<file path="src/rtl/fsg_map.svh">
// Constants for the floating-point and SIMD access gating block.
// Assumes inclusion by the package, the gating module, the checker and the bench.
`ifndef FSG_MAP_SVH
`define FSG_MAP_SVH

// ---------------------------------------------------------------------------
// Register data and fields
// ---------------------------------------------------------------------------
`define FSG_DW 32
`define FSG_EN_BIT 30
`define FSG_DEX_BIT 29
`define FSG_CPA_LO 20
`define FSG_CPA_HI 23
`define FSG_SIMD_DISABLE_BIT_BIT 31
`define FSG_NS_COPROC_TEN_BIT 10
`define FSG_NS_COPROC_ELEVEN_BIT 11
`define FSG_NS_SIMD_LO 14
`define FSG_NS_SIMD_HI 15
`define FSG_ZERO_WORD 32'h0000_0000
`define FSG_FP_STATUS_CONTROL_REG_RST 32'h0000_0000
`define FSG_FP_EXCEPTION_CONTROL_REG_RST 32'h0000_0000
`define FSG_MFA_VAL 32'h1011_0222
`define FSG_MFB_VAL 32'h1111_1111
// Identity word: value is arbitrary
`define FSG_SYSID_VAL 32'h0000_0001

// ---------------------------------------------------------------------------
// System register selectors on the move port
// ---------------------------------------------------------------------------
`define FSG_SEL_SYSID 3'h0
`define FSG_SEL_FP_STATUS_CONTROL_REG 3'h1
`define FSG_SEL_MFB 3'h6
`define FSG_SEL_MFA 3'h7
`define FSG_SEL_FP_EXCEPTION_CONTROL_REG 3'h3

// ---------------------------------------------------------------------------
// Access field encodings and privilege codes
// ---------------------------------------------------------------------------
`define FSG_CPA_NONE 2'h0
`define FSG_CPA_PRIV 2'h1
`define FSG_CPA_FULL 2'h3
`define FSG_PL_USER 2'h0
`define FSG_PL_HYP 2'h2

`endif

</file>
<file path="src/rtl/fsg_pkg.sv">
// Types for the floating-point and SIMD access gating block.
// Assumes fsg_map.svh is on the include path.
`include "fsg_map.svh"

package fsg_pkg;

	// Kind of instruction offered for issue
	typedef enum logic [2:0] {
		FSG_OP_SCALAR = 3'b000,
		FSG_OP_SIMD = 3'b001,
		FSG_OP_VECTOR = 3'b010,
		FSG_OP_MOVE_TO = 3'b011,
		FSG_OP_MOVE_FROM = 3'b100
	} fsg_op_e;

	// Outcome state of the instruction issued in the previous cycle, idle if none was issued
	typedef enum logic [1:0] {
		FSG_ST_IDLE = 2'b00,
		FSG_ST_EXEC = 2'b01,
		FSG_ST_UNDEF = 2'b10
	} fsg_state_e;

	typedef logic [`FSG_DW-1:0] fsg_word_t;

endpackage : fsg_pkg

</file>
<file path="src/rtl/fsg_gate.sv">
// Access gating for the floating-point and SIMD unit: decides per issued
// instruction whether it executes or raises an undefined instruction trap,
// and holds the unit's system registers reached by the move instructions.
// Assumes the pipeline presents one request per cycle, same clock domain.
//
// Overview of operation
// - After reset scalar and SIMD instructions are undefined until enabled.
// - Operations execute only when enable bit 30 of exception control is 1.
// - Enable clear: only privileged moves to/from exception control and id registers, or from feature registers.
// - Coprocessors ten and eleven need access granted at current privilege.
// - Non-secure state needs both non-secure access bits 11 and 10 set.
// - In non-secure state, hypervisor trap bits for ten and eleven must be zero to allow.
// - SIMD also needs its disable bit clear, and in non-secure state its trap fields clear.
// - Scalar operations run fully in hardware in every rounding mode.
// - Short-vector operations are unsupported and always undefined.
// - A vector trap leaves the vector exception flag unchanged.
// - No asynchronous floating-point exceptions are ever signalled.
// - Builds allowed: SIMD plus float, float only, or neither.
// - Register file holds 32 double-precision registers.
// - Id and feature registers are read through the move instructions.
// - Status and control register is read-write, resets to zero.
// - Exception control register is read-write, resets to zero.
// - Feature registers are read-only constants 0x10110222 and 0x11111111.
`include "fsg_map.svh"

module fsg_gate #(
	parameter bit HAS_FP = 1'b1,
	parameter bit HAS_SIMD = 1'b1
) (
	input wire logic clk_sys_i,
	input wire logic sys_rst_i,
	input wire logic issue_valid_i,
	input wire logic [2:0] issue_op_i,
	input wire logic [2:0] issue_sel_i,
	input wire logic [`FSG_DW-1:0] issue_wdata_i,
	input wire logic [1:0] priv_level_i,
	input wire logic nonsecure_i,
	input wire logic [3:0] coproc_access_i,
	input wire logic simd_disable_bit_i,
	input wire logic hyp_trap_coproc_ten_i,
	input wire logic hyp_trap_coproc_eleven_i,
	input wire logic hyp_simd_trap_bit_i,
	input wire logic ns_coproc_ten_i,
	input wire logic ns_coproc_eleven_i,
	input wire logic nonsecure_simd_disable_bit_i,
	output logic exec_o,
	output logic undef_o,
	output logic [`FSG_DW-1:0] rdata_o,
	output logic rdata_valid_o,
	output logic unit_enable_o,
	output logic [`FSG_DW-1:0] fp_status_control_o,
	output logic [1:0] state_o
);

	// -----------------------------------------------------------------------
	// Build check
	// -----------------------------------------------------------------------
	// SIMD without floating point is not a legal build
	localparam bit SIMD_OK = HAS_SIMD && HAS_FP;

	// -----------------------------------------------------------------------
	// Registers
	// -----------------------------------------------------------------------
	logic [`FSG_DW-1:0] fp_exception_control_reg;
	logic [`FSG_DW-1:0] fp_status_control_reg;
	fsg_pkg::fsg_state_e state_reg;
	logic exec_reg;
	logic undef_reg;
	logic [`FSG_DW-1:0] rdata_reg;
	logic rdata_valid_reg;

	// -----------------------------------------------------------------------
	// Decode functions
	// -----------------------------------------------------------------------
	// Access field for one coprocessor allows the current privilege level
	function automatic logic cpa_allows(input logic [1:0] fld,
		input logic [1:0] pl);
		logic ok;
		ok = 1'b0;
		if (fld == `FSG_CPA_FULL) begin
			ok = 1'b1;
		end else if (fld == `FSG_CPA_PRIV) begin
			ok = (pl != `FSG_PL_USER);
		end
		return ok;
	endfunction : cpa_allows

	// Read value of a system register selector
	function automatic logic [`FSG_DW-1:0] sysreg_read(input logic [2:0] sel,
		input logic [`FSG_DW-1:0] exc, input logic [`FSG_DW-1:0] scr);
		logic [`FSG_DW-1:0] v;
		v = `FSG_ZERO_WORD;
		if (sel == `FSG_SEL_SYSID) begin
			v = `FSG_SYSID_VAL;
		end else if (sel == `FSG_SEL_FP_STATUS_CONTROL_REG) begin
			v = scr;
		end else if (sel == `FSG_SEL_FP_EXCEPTION_CONTROL_REG) begin
			v = exc;
		end else if (sel == `FSG_SEL_MFA) begin
			v = `FSG_MFA_VAL;
		end else if (sel == `FSG_SEL_MFB) begin
			v = `FSG_MFB_VAL;
		end
		return v;
	endfunction : sysreg_read

	// -----------------------------------------------------------------------
	// Permit decision
	// -----------------------------------------------------------------------
	logic en_bit;
	logic privileged;
	logic cp_ok;
	logic ns_ok;
	logic hyp_ok;
	logic simd_ok;
	logic is_move;
	logic move_exempt;
	logic present;
	logic permit;

	always_comb begin
		en_bit = fp_exception_control_reg[`FSG_EN_BIT];
		privileged = (priv_level_i != `FSG_PL_USER);
		// Both fields are checked; differing fields are software's fault
		cp_ok = cpa_allows(coproc_access_i[1:0], priv_level_i) &&
			cpa_allows(coproc_access_i[3:2], priv_level_i);
		ns_ok = !nonsecure_i ||
			(ns_coproc_ten_i && ns_coproc_eleven_i);
		hyp_ok = !nonsecure_i ||
			(!hyp_trap_coproc_ten_i && !hyp_trap_coproc_eleven_i);
		simd_ok = SIMD_OK && !simd_disable_bit_i &&
			!(nonsecure_i && nonsecure_simd_disable_bit_i) &&
			!(nonsecure_i && hyp_simd_trap_bit_i);
		is_move = (issue_op_i == fsg_pkg::FSG_OP_MOVE_TO) ||
			(issue_op_i == fsg_pkg::FSG_OP_MOVE_FROM);
		move_exempt = 1'b0;
		if (privileged && issue_op_i == fsg_pkg::FSG_OP_MOVE_TO) begin
			move_exempt = (issue_sel_i == `FSG_SEL_FP_EXCEPTION_CONTROL_REG) ||
				(issue_sel_i == `FSG_SEL_SYSID);
		end else if (privileged &&
			issue_op_i == fsg_pkg::FSG_OP_MOVE_FROM) begin
			move_exempt = (issue_sel_i == `FSG_SEL_FP_EXCEPTION_CONTROL_REG) ||
				(issue_sel_i == `FSG_SEL_SYSID) ||
				(issue_sel_i == `FSG_SEL_MFA) ||
				(issue_sel_i == `FSG_SEL_MFB);
		end
		present = HAS_FP;
		if (issue_op_i == fsg_pkg::FSG_OP_SIMD) begin
			present = SIMD_OK && simd_ok;
		end
		permit = present && cp_ok && ns_ok && hyp_ok &&
			(en_bit || (is_move && move_exempt));
		// Short vectors never execute
		if (issue_op_i == fsg_pkg::FSG_OP_VECTOR) begin
			permit = 1'b0;
		end
		if (issue_op_i > fsg_pkg::FSG_OP_MOVE_FROM) begin
			permit = 1'b0;
		end
	end

	// -----------------------------------------------------------------------
	// Exception control register
	// -----------------------------------------------------------------------
	always_ff @(posedge clk_sys_i) begin
		if (sys_rst_i) begin
			fp_exception_control_reg <= `FSG_FP_EXCEPTION_CONTROL_REG_RST;
		end else if (issue_valid_i && permit &&
			issue_op_i == fsg_pkg::FSG_OP_MOVE_TO &&
			issue_sel_i == `FSG_SEL_FP_EXCEPTION_CONTROL_REG) begin
			fp_exception_control_reg <= issue_wdata_i;
		end
		// Vector traps never touch the flag: no other write path exists
	end

	// -----------------------------------------------------------------------
	// Status and control register
	// -----------------------------------------------------------------------
	always_ff @(posedge clk_sys_i) begin
		if (sys_rst_i) begin
			fp_status_control_reg <= `FSG_FP_STATUS_CONTROL_REG_RST;
		end else if (issue_valid_i && permit &&
			issue_op_i == fsg_pkg::FSG_OP_MOVE_TO &&
			issue_sel_i == `FSG_SEL_FP_STATUS_CONTROL_REG) begin
			fp_status_control_reg <= issue_wdata_i;
		end
	end

	// -----------------------------------------------------------------------
	// Issue outcome, registered one cycle after the instruction
	// -----------------------------------------------------------------------
	always_ff @(posedge clk_sys_i) begin
		if (sys_rst_i) begin
			exec_reg <= 1'b0;
			undef_reg <= 1'b0;
			state_reg <= fsg_pkg::FSG_ST_IDLE;
		end else if (issue_valid_i) begin
			// Scalar ops need no support code; outcome is per instruction
			exec_reg <= permit;
			undef_reg <= !permit;
			state_reg <= permit ? fsg_pkg::FSG_ST_EXEC :
				fsg_pkg::FSG_ST_UNDEF;
		end else begin
			exec_reg <= 1'b0;
			undef_reg <= 1'b0;
			state_reg <= fsg_pkg::FSG_ST_IDLE;
		end
	end

	// -----------------------------------------------------------------------
	// Move-from read data
	// -----------------------------------------------------------------------
	always_ff @(posedge clk_sys_i) begin
		if (sys_rst_i) begin
			rdata_reg <= `FSG_ZERO_WORD;
			rdata_valid_reg <= 1'b0;
		end else if (issue_valid_i && permit &&
			issue_op_i == fsg_pkg::FSG_OP_MOVE_FROM) begin
			rdata_reg <= sysreg_read(issue_sel_i, fp_exception_control_reg,
				fp_status_control_reg);
			rdata_valid_reg <= 1'b1;
		end else begin
			rdata_valid_reg <= 1'b0;
		end
	end

	assign exec_o = exec_reg;
	assign undef_o = undef_reg;
	assign rdata_o = rdata_reg;
	assign rdata_valid_o = rdata_valid_reg;
	assign unit_enable_o = fp_exception_control_reg[`FSG_EN_BIT];
	assign fp_status_control_o = fp_status_control_reg;
	assign state_o = state_reg;

endmodule : fsg_gate

</file>
<file path="config.mk">
export PLATFORM = sky130hd
export DESIGN_NAME = fsg_gate
export DESIGN_NICKNAME = d
export VERILOG_FILES = /design/src/rtl/fsg_pkg.sv /design/src/rtl/fsg_gate.sv
export VERILOG_INCLUDE_DIRS = /design/src /design/src/rtl
export SDC_FILE = /design/constraint.sdc
export NUM_CORES = 1
export LEC_CHECK = 0
export BUFFER_PORTS_ARGS = -buffer_cell sky130_fd_sc_hd__buf_2
export CORE_UTILIZATION = 35
export DETAILED_ROUTE_END_ITERATION = 8
export PLACE_DENSITY = 0.62
export SYNTH_ARGS = -nofsm -noshare
export SYNTH_HDL_FRONTEND = slang
export SYNTH_SLANG_ARGS = --single-unit
</file>
<file path="constraint.sdc">
create_clock -name clk_sys_i -period 1.7 [get_ports clk_sys_i]
set_input_delay 0.17 -clock clk_sys_i [delete_from_list [all_inputs] [get_ports clk_sys_i]]
set_output_delay 0.17 -clock clk_sys_i [all_outputs]
set_load 0.03 [all_outputs]
</file>
==> results.ini <==
[run_status]
outcome=completed

[sta]
hold_viol_final=0
max_freq_ghz=0.6691
setup_viol=0
drv_slew=0
rsz0062_at_grt=false
max_slew_margin=0.6861
period_minus_slack_ns=1.495
finalCritPeriodShare=0.8792
fin_setup_tns_ns=0
tightest_slew_ns=0.4699
skew_ns=0.004216

[clock_network]
clk_latency_ns=0.34
cts.root.buffer_cell=clkbuf_16
cts_setup_buffers=0
cts_buffer_depth=2
cts_tree=done
hold_buffers=0
h-tree-depth=3
clkTransAtPathRegs_ns=0.07
cts_sinks=99
cts_buffers=9
cts_resized=0

[final_layout]
final_layout_size_suffix_gt1_frac=0.3235
area_delta_synth_final_pct=27.33
fin_cells=811
diodes=0
final_cell_area_um2=5654
fin_nets=693

[critical_path]
crit_top_cell=buf_4
rrSetupSlack_ns=0.36
end_kind=flip-flop
worst-path-buf-inv=3
worstRegToRegCells=4
critical_path.top_delay_family=simple AND/OR/NAND/NOR gates
cp-start-kind=input pin
path_cells=buf_2 > nor4bb_2 > o2111ai_1 > nor4_4 > buf_4 > buf_4 > nand4_1 > o21ai_0
slowest_delay_ns=0.35
crit_path_top_delay_cell=nor4bb_2
r2r-start=fp_exception_control_reg[30]
arrival_ns=1.76
required_ns=1.96
worstSetupPathType=input pin to flip-flop
reg2reg_to=rdata_o[6]
cp_max_fo=12

[worst_hold_path]
hold_class=input pin to flip-flop
holdPathEnd=fp_exception_control_reg[18]
worstHoldStart=issue_wdata_i[18]
hold_depth=3

[synthesis]
synth_nets=583
synthFlopType=dfxtp_1
synthCells=528
synth_edf_count=0
synth-async-reset-ratio=0
avgSynthCellArea_um2=8.410
synthTopCellsByCount=dfxtp_1, o21ai_0, a21oi_1
yosysSeqAreaShare=0.4463
synth_warnings=0
synth.top_cell.area_share=0.4463
synth_area_leader_cell=dfxtp_1
synth.most_common_cell=dfxtp_1
syn_area_um2=4441
ys_ff_latch=99
synth_cell_types=42
synthTopCellsByArea=dfxtp_1, o21ai_0, a21oi_1

[power]
pwr_density_cell_nw_per_um2=833.5
vdd_drop_max_mv=0.5193
leakage_nw=2.273

[grt]
antenna_found_initial=0
grt_overflow_total=0
grt_max_degree=37
grt_pass1_vias=4261
groute.usage.overall=0.2163
grt_pass1_wl_um=22110

[floorplan]
die_y_um=114.6
die_w_um=114.6
std_cell_rows=40
core_area_um2=12210
start_util=0.3636
top_level_ports=125
die_area_um2=13140

[drt]
wl_per_cell_um=16.88
drc_errors=0
wl_met2_um=6774
ant_nets=0
routed_via_density=5.496
drt_iter0_drc=436
wl_met3_um=766
via_count=4457
wl_um=13690
first_pass_iters=5
drt-met1-wl_um=5963
top_layer=met4

[placement]
port_buffers=124
place_congestion=0.7993
post-place-cells=795
dpl-instance-area_um2=5351
place_hpwl_um=9329

[flow_run]
cap_violations=0

[worst min-delay path, cell delays in order]
cell and delay [ns]:
buf_2 0.10, nand3_1 0.06, a21oi_1 0.05
[placed cells by master (no fill, tap or decap), types with 10 or more instances in the layout]
master	netlist	final
nand2_1	32	32
buf_2	17	124
nand4_1	21	21
dfxtp_1	99	99
mux2_2	21	21
o21ai_0	86	86
buf_4	4	22
buf_12	0	10
a21oi_1	76	76
nand3_1	69	69
[logic make-up after synthesis]
kind of cell	after synthesis	synth area share
AO/OA/AOI/OAI	198	0.2496
multiplexers	22	0.05551
AND/OR/NAND/NOR	148	0.1770
buffers and inverters	61	0.07157
flip-flops	99	0.4463
[layout make-up]
| class | count | area [um2] |
|---|---|---|
| multi-input cells | 368 | 2165 |
| clock inverters | 4 | 50.05 |
| clock buffers | 12 | 246.5 |
| fillers | 1193 | 6558 |
| inverters | 4 | 15.01 |
| well taps | 168 | 210.2 |
| repair buffers | 156 | 985.9 |
| flip-flops and latches | 99 | 1982 |
[routing by layer]
| metal | global-route usage | vias up |
|---|---|---|
| met1 | 0.2692 | 2153 |
| li1 | - | 2135 |
| met3 | 0.04076 | 19 |
| met4 | 0.06580 | 0 |
| met2 | 0.3774 | 150 |
| met5 | 0 | - |
[power breakdown]
| group | switching, mW | internal, mW |
|---|---|---|
| combinational | 0.209 | 0.132 |
| clock | 0.872 | 1.18 |
| sequential | 0.000619 | 2.32 |
| total | 1.08 | 3.63 |
[through the flow]
| stage | util | total power [mW] | hold slack (ns) | setup slack [ns] |
|---|---|---|---|---|
| after CTS | 0.4625 | 4.746 | 0.07798 | 0.2004 |
| after global routing | 0.4630 | 4.877 | 0.08573 | 0.02900 |
| after floorplan | - | 2.552 | 0.3177 | 0.1015 |
| after global placement | 0.4382 | 2.704 | 0.4368 | -0.03937 |
| after detailed placement | 0.4382 | 2.709 | 0.4414 | -0.1695 |
| final | 0.4630 | 4.713 | 0.09021 | 0.2054 |
[how the worst max path moves through the flow]
stage | depth (start not counted) | from | slack [ns] | endpoint
5_1_grt | 9 | issue_op_i[0] | 0.03 | rdata_o[14]
3_5_place_dp | 8 | hyp_trap_coproc_eleven_i | -0.17 | rdata_o[11]
6_report | 8 | hyp_trap_coproc_eleven_i | 0.21 | rdata_o[6]
4_1_cts | 8 | hyp_trap_coproc_eleven_i | 0.20 | rdata_o[6]
3_3_place_gp | 7 | issue_op_i[2] | -0.04 | rdata_o[20]
2_1_floorplan | 9 | issue_sel_i[0] | 0.10 | fp_exception_control_reg[16]
Note: power is estimated with default switching activity, not from simulation.
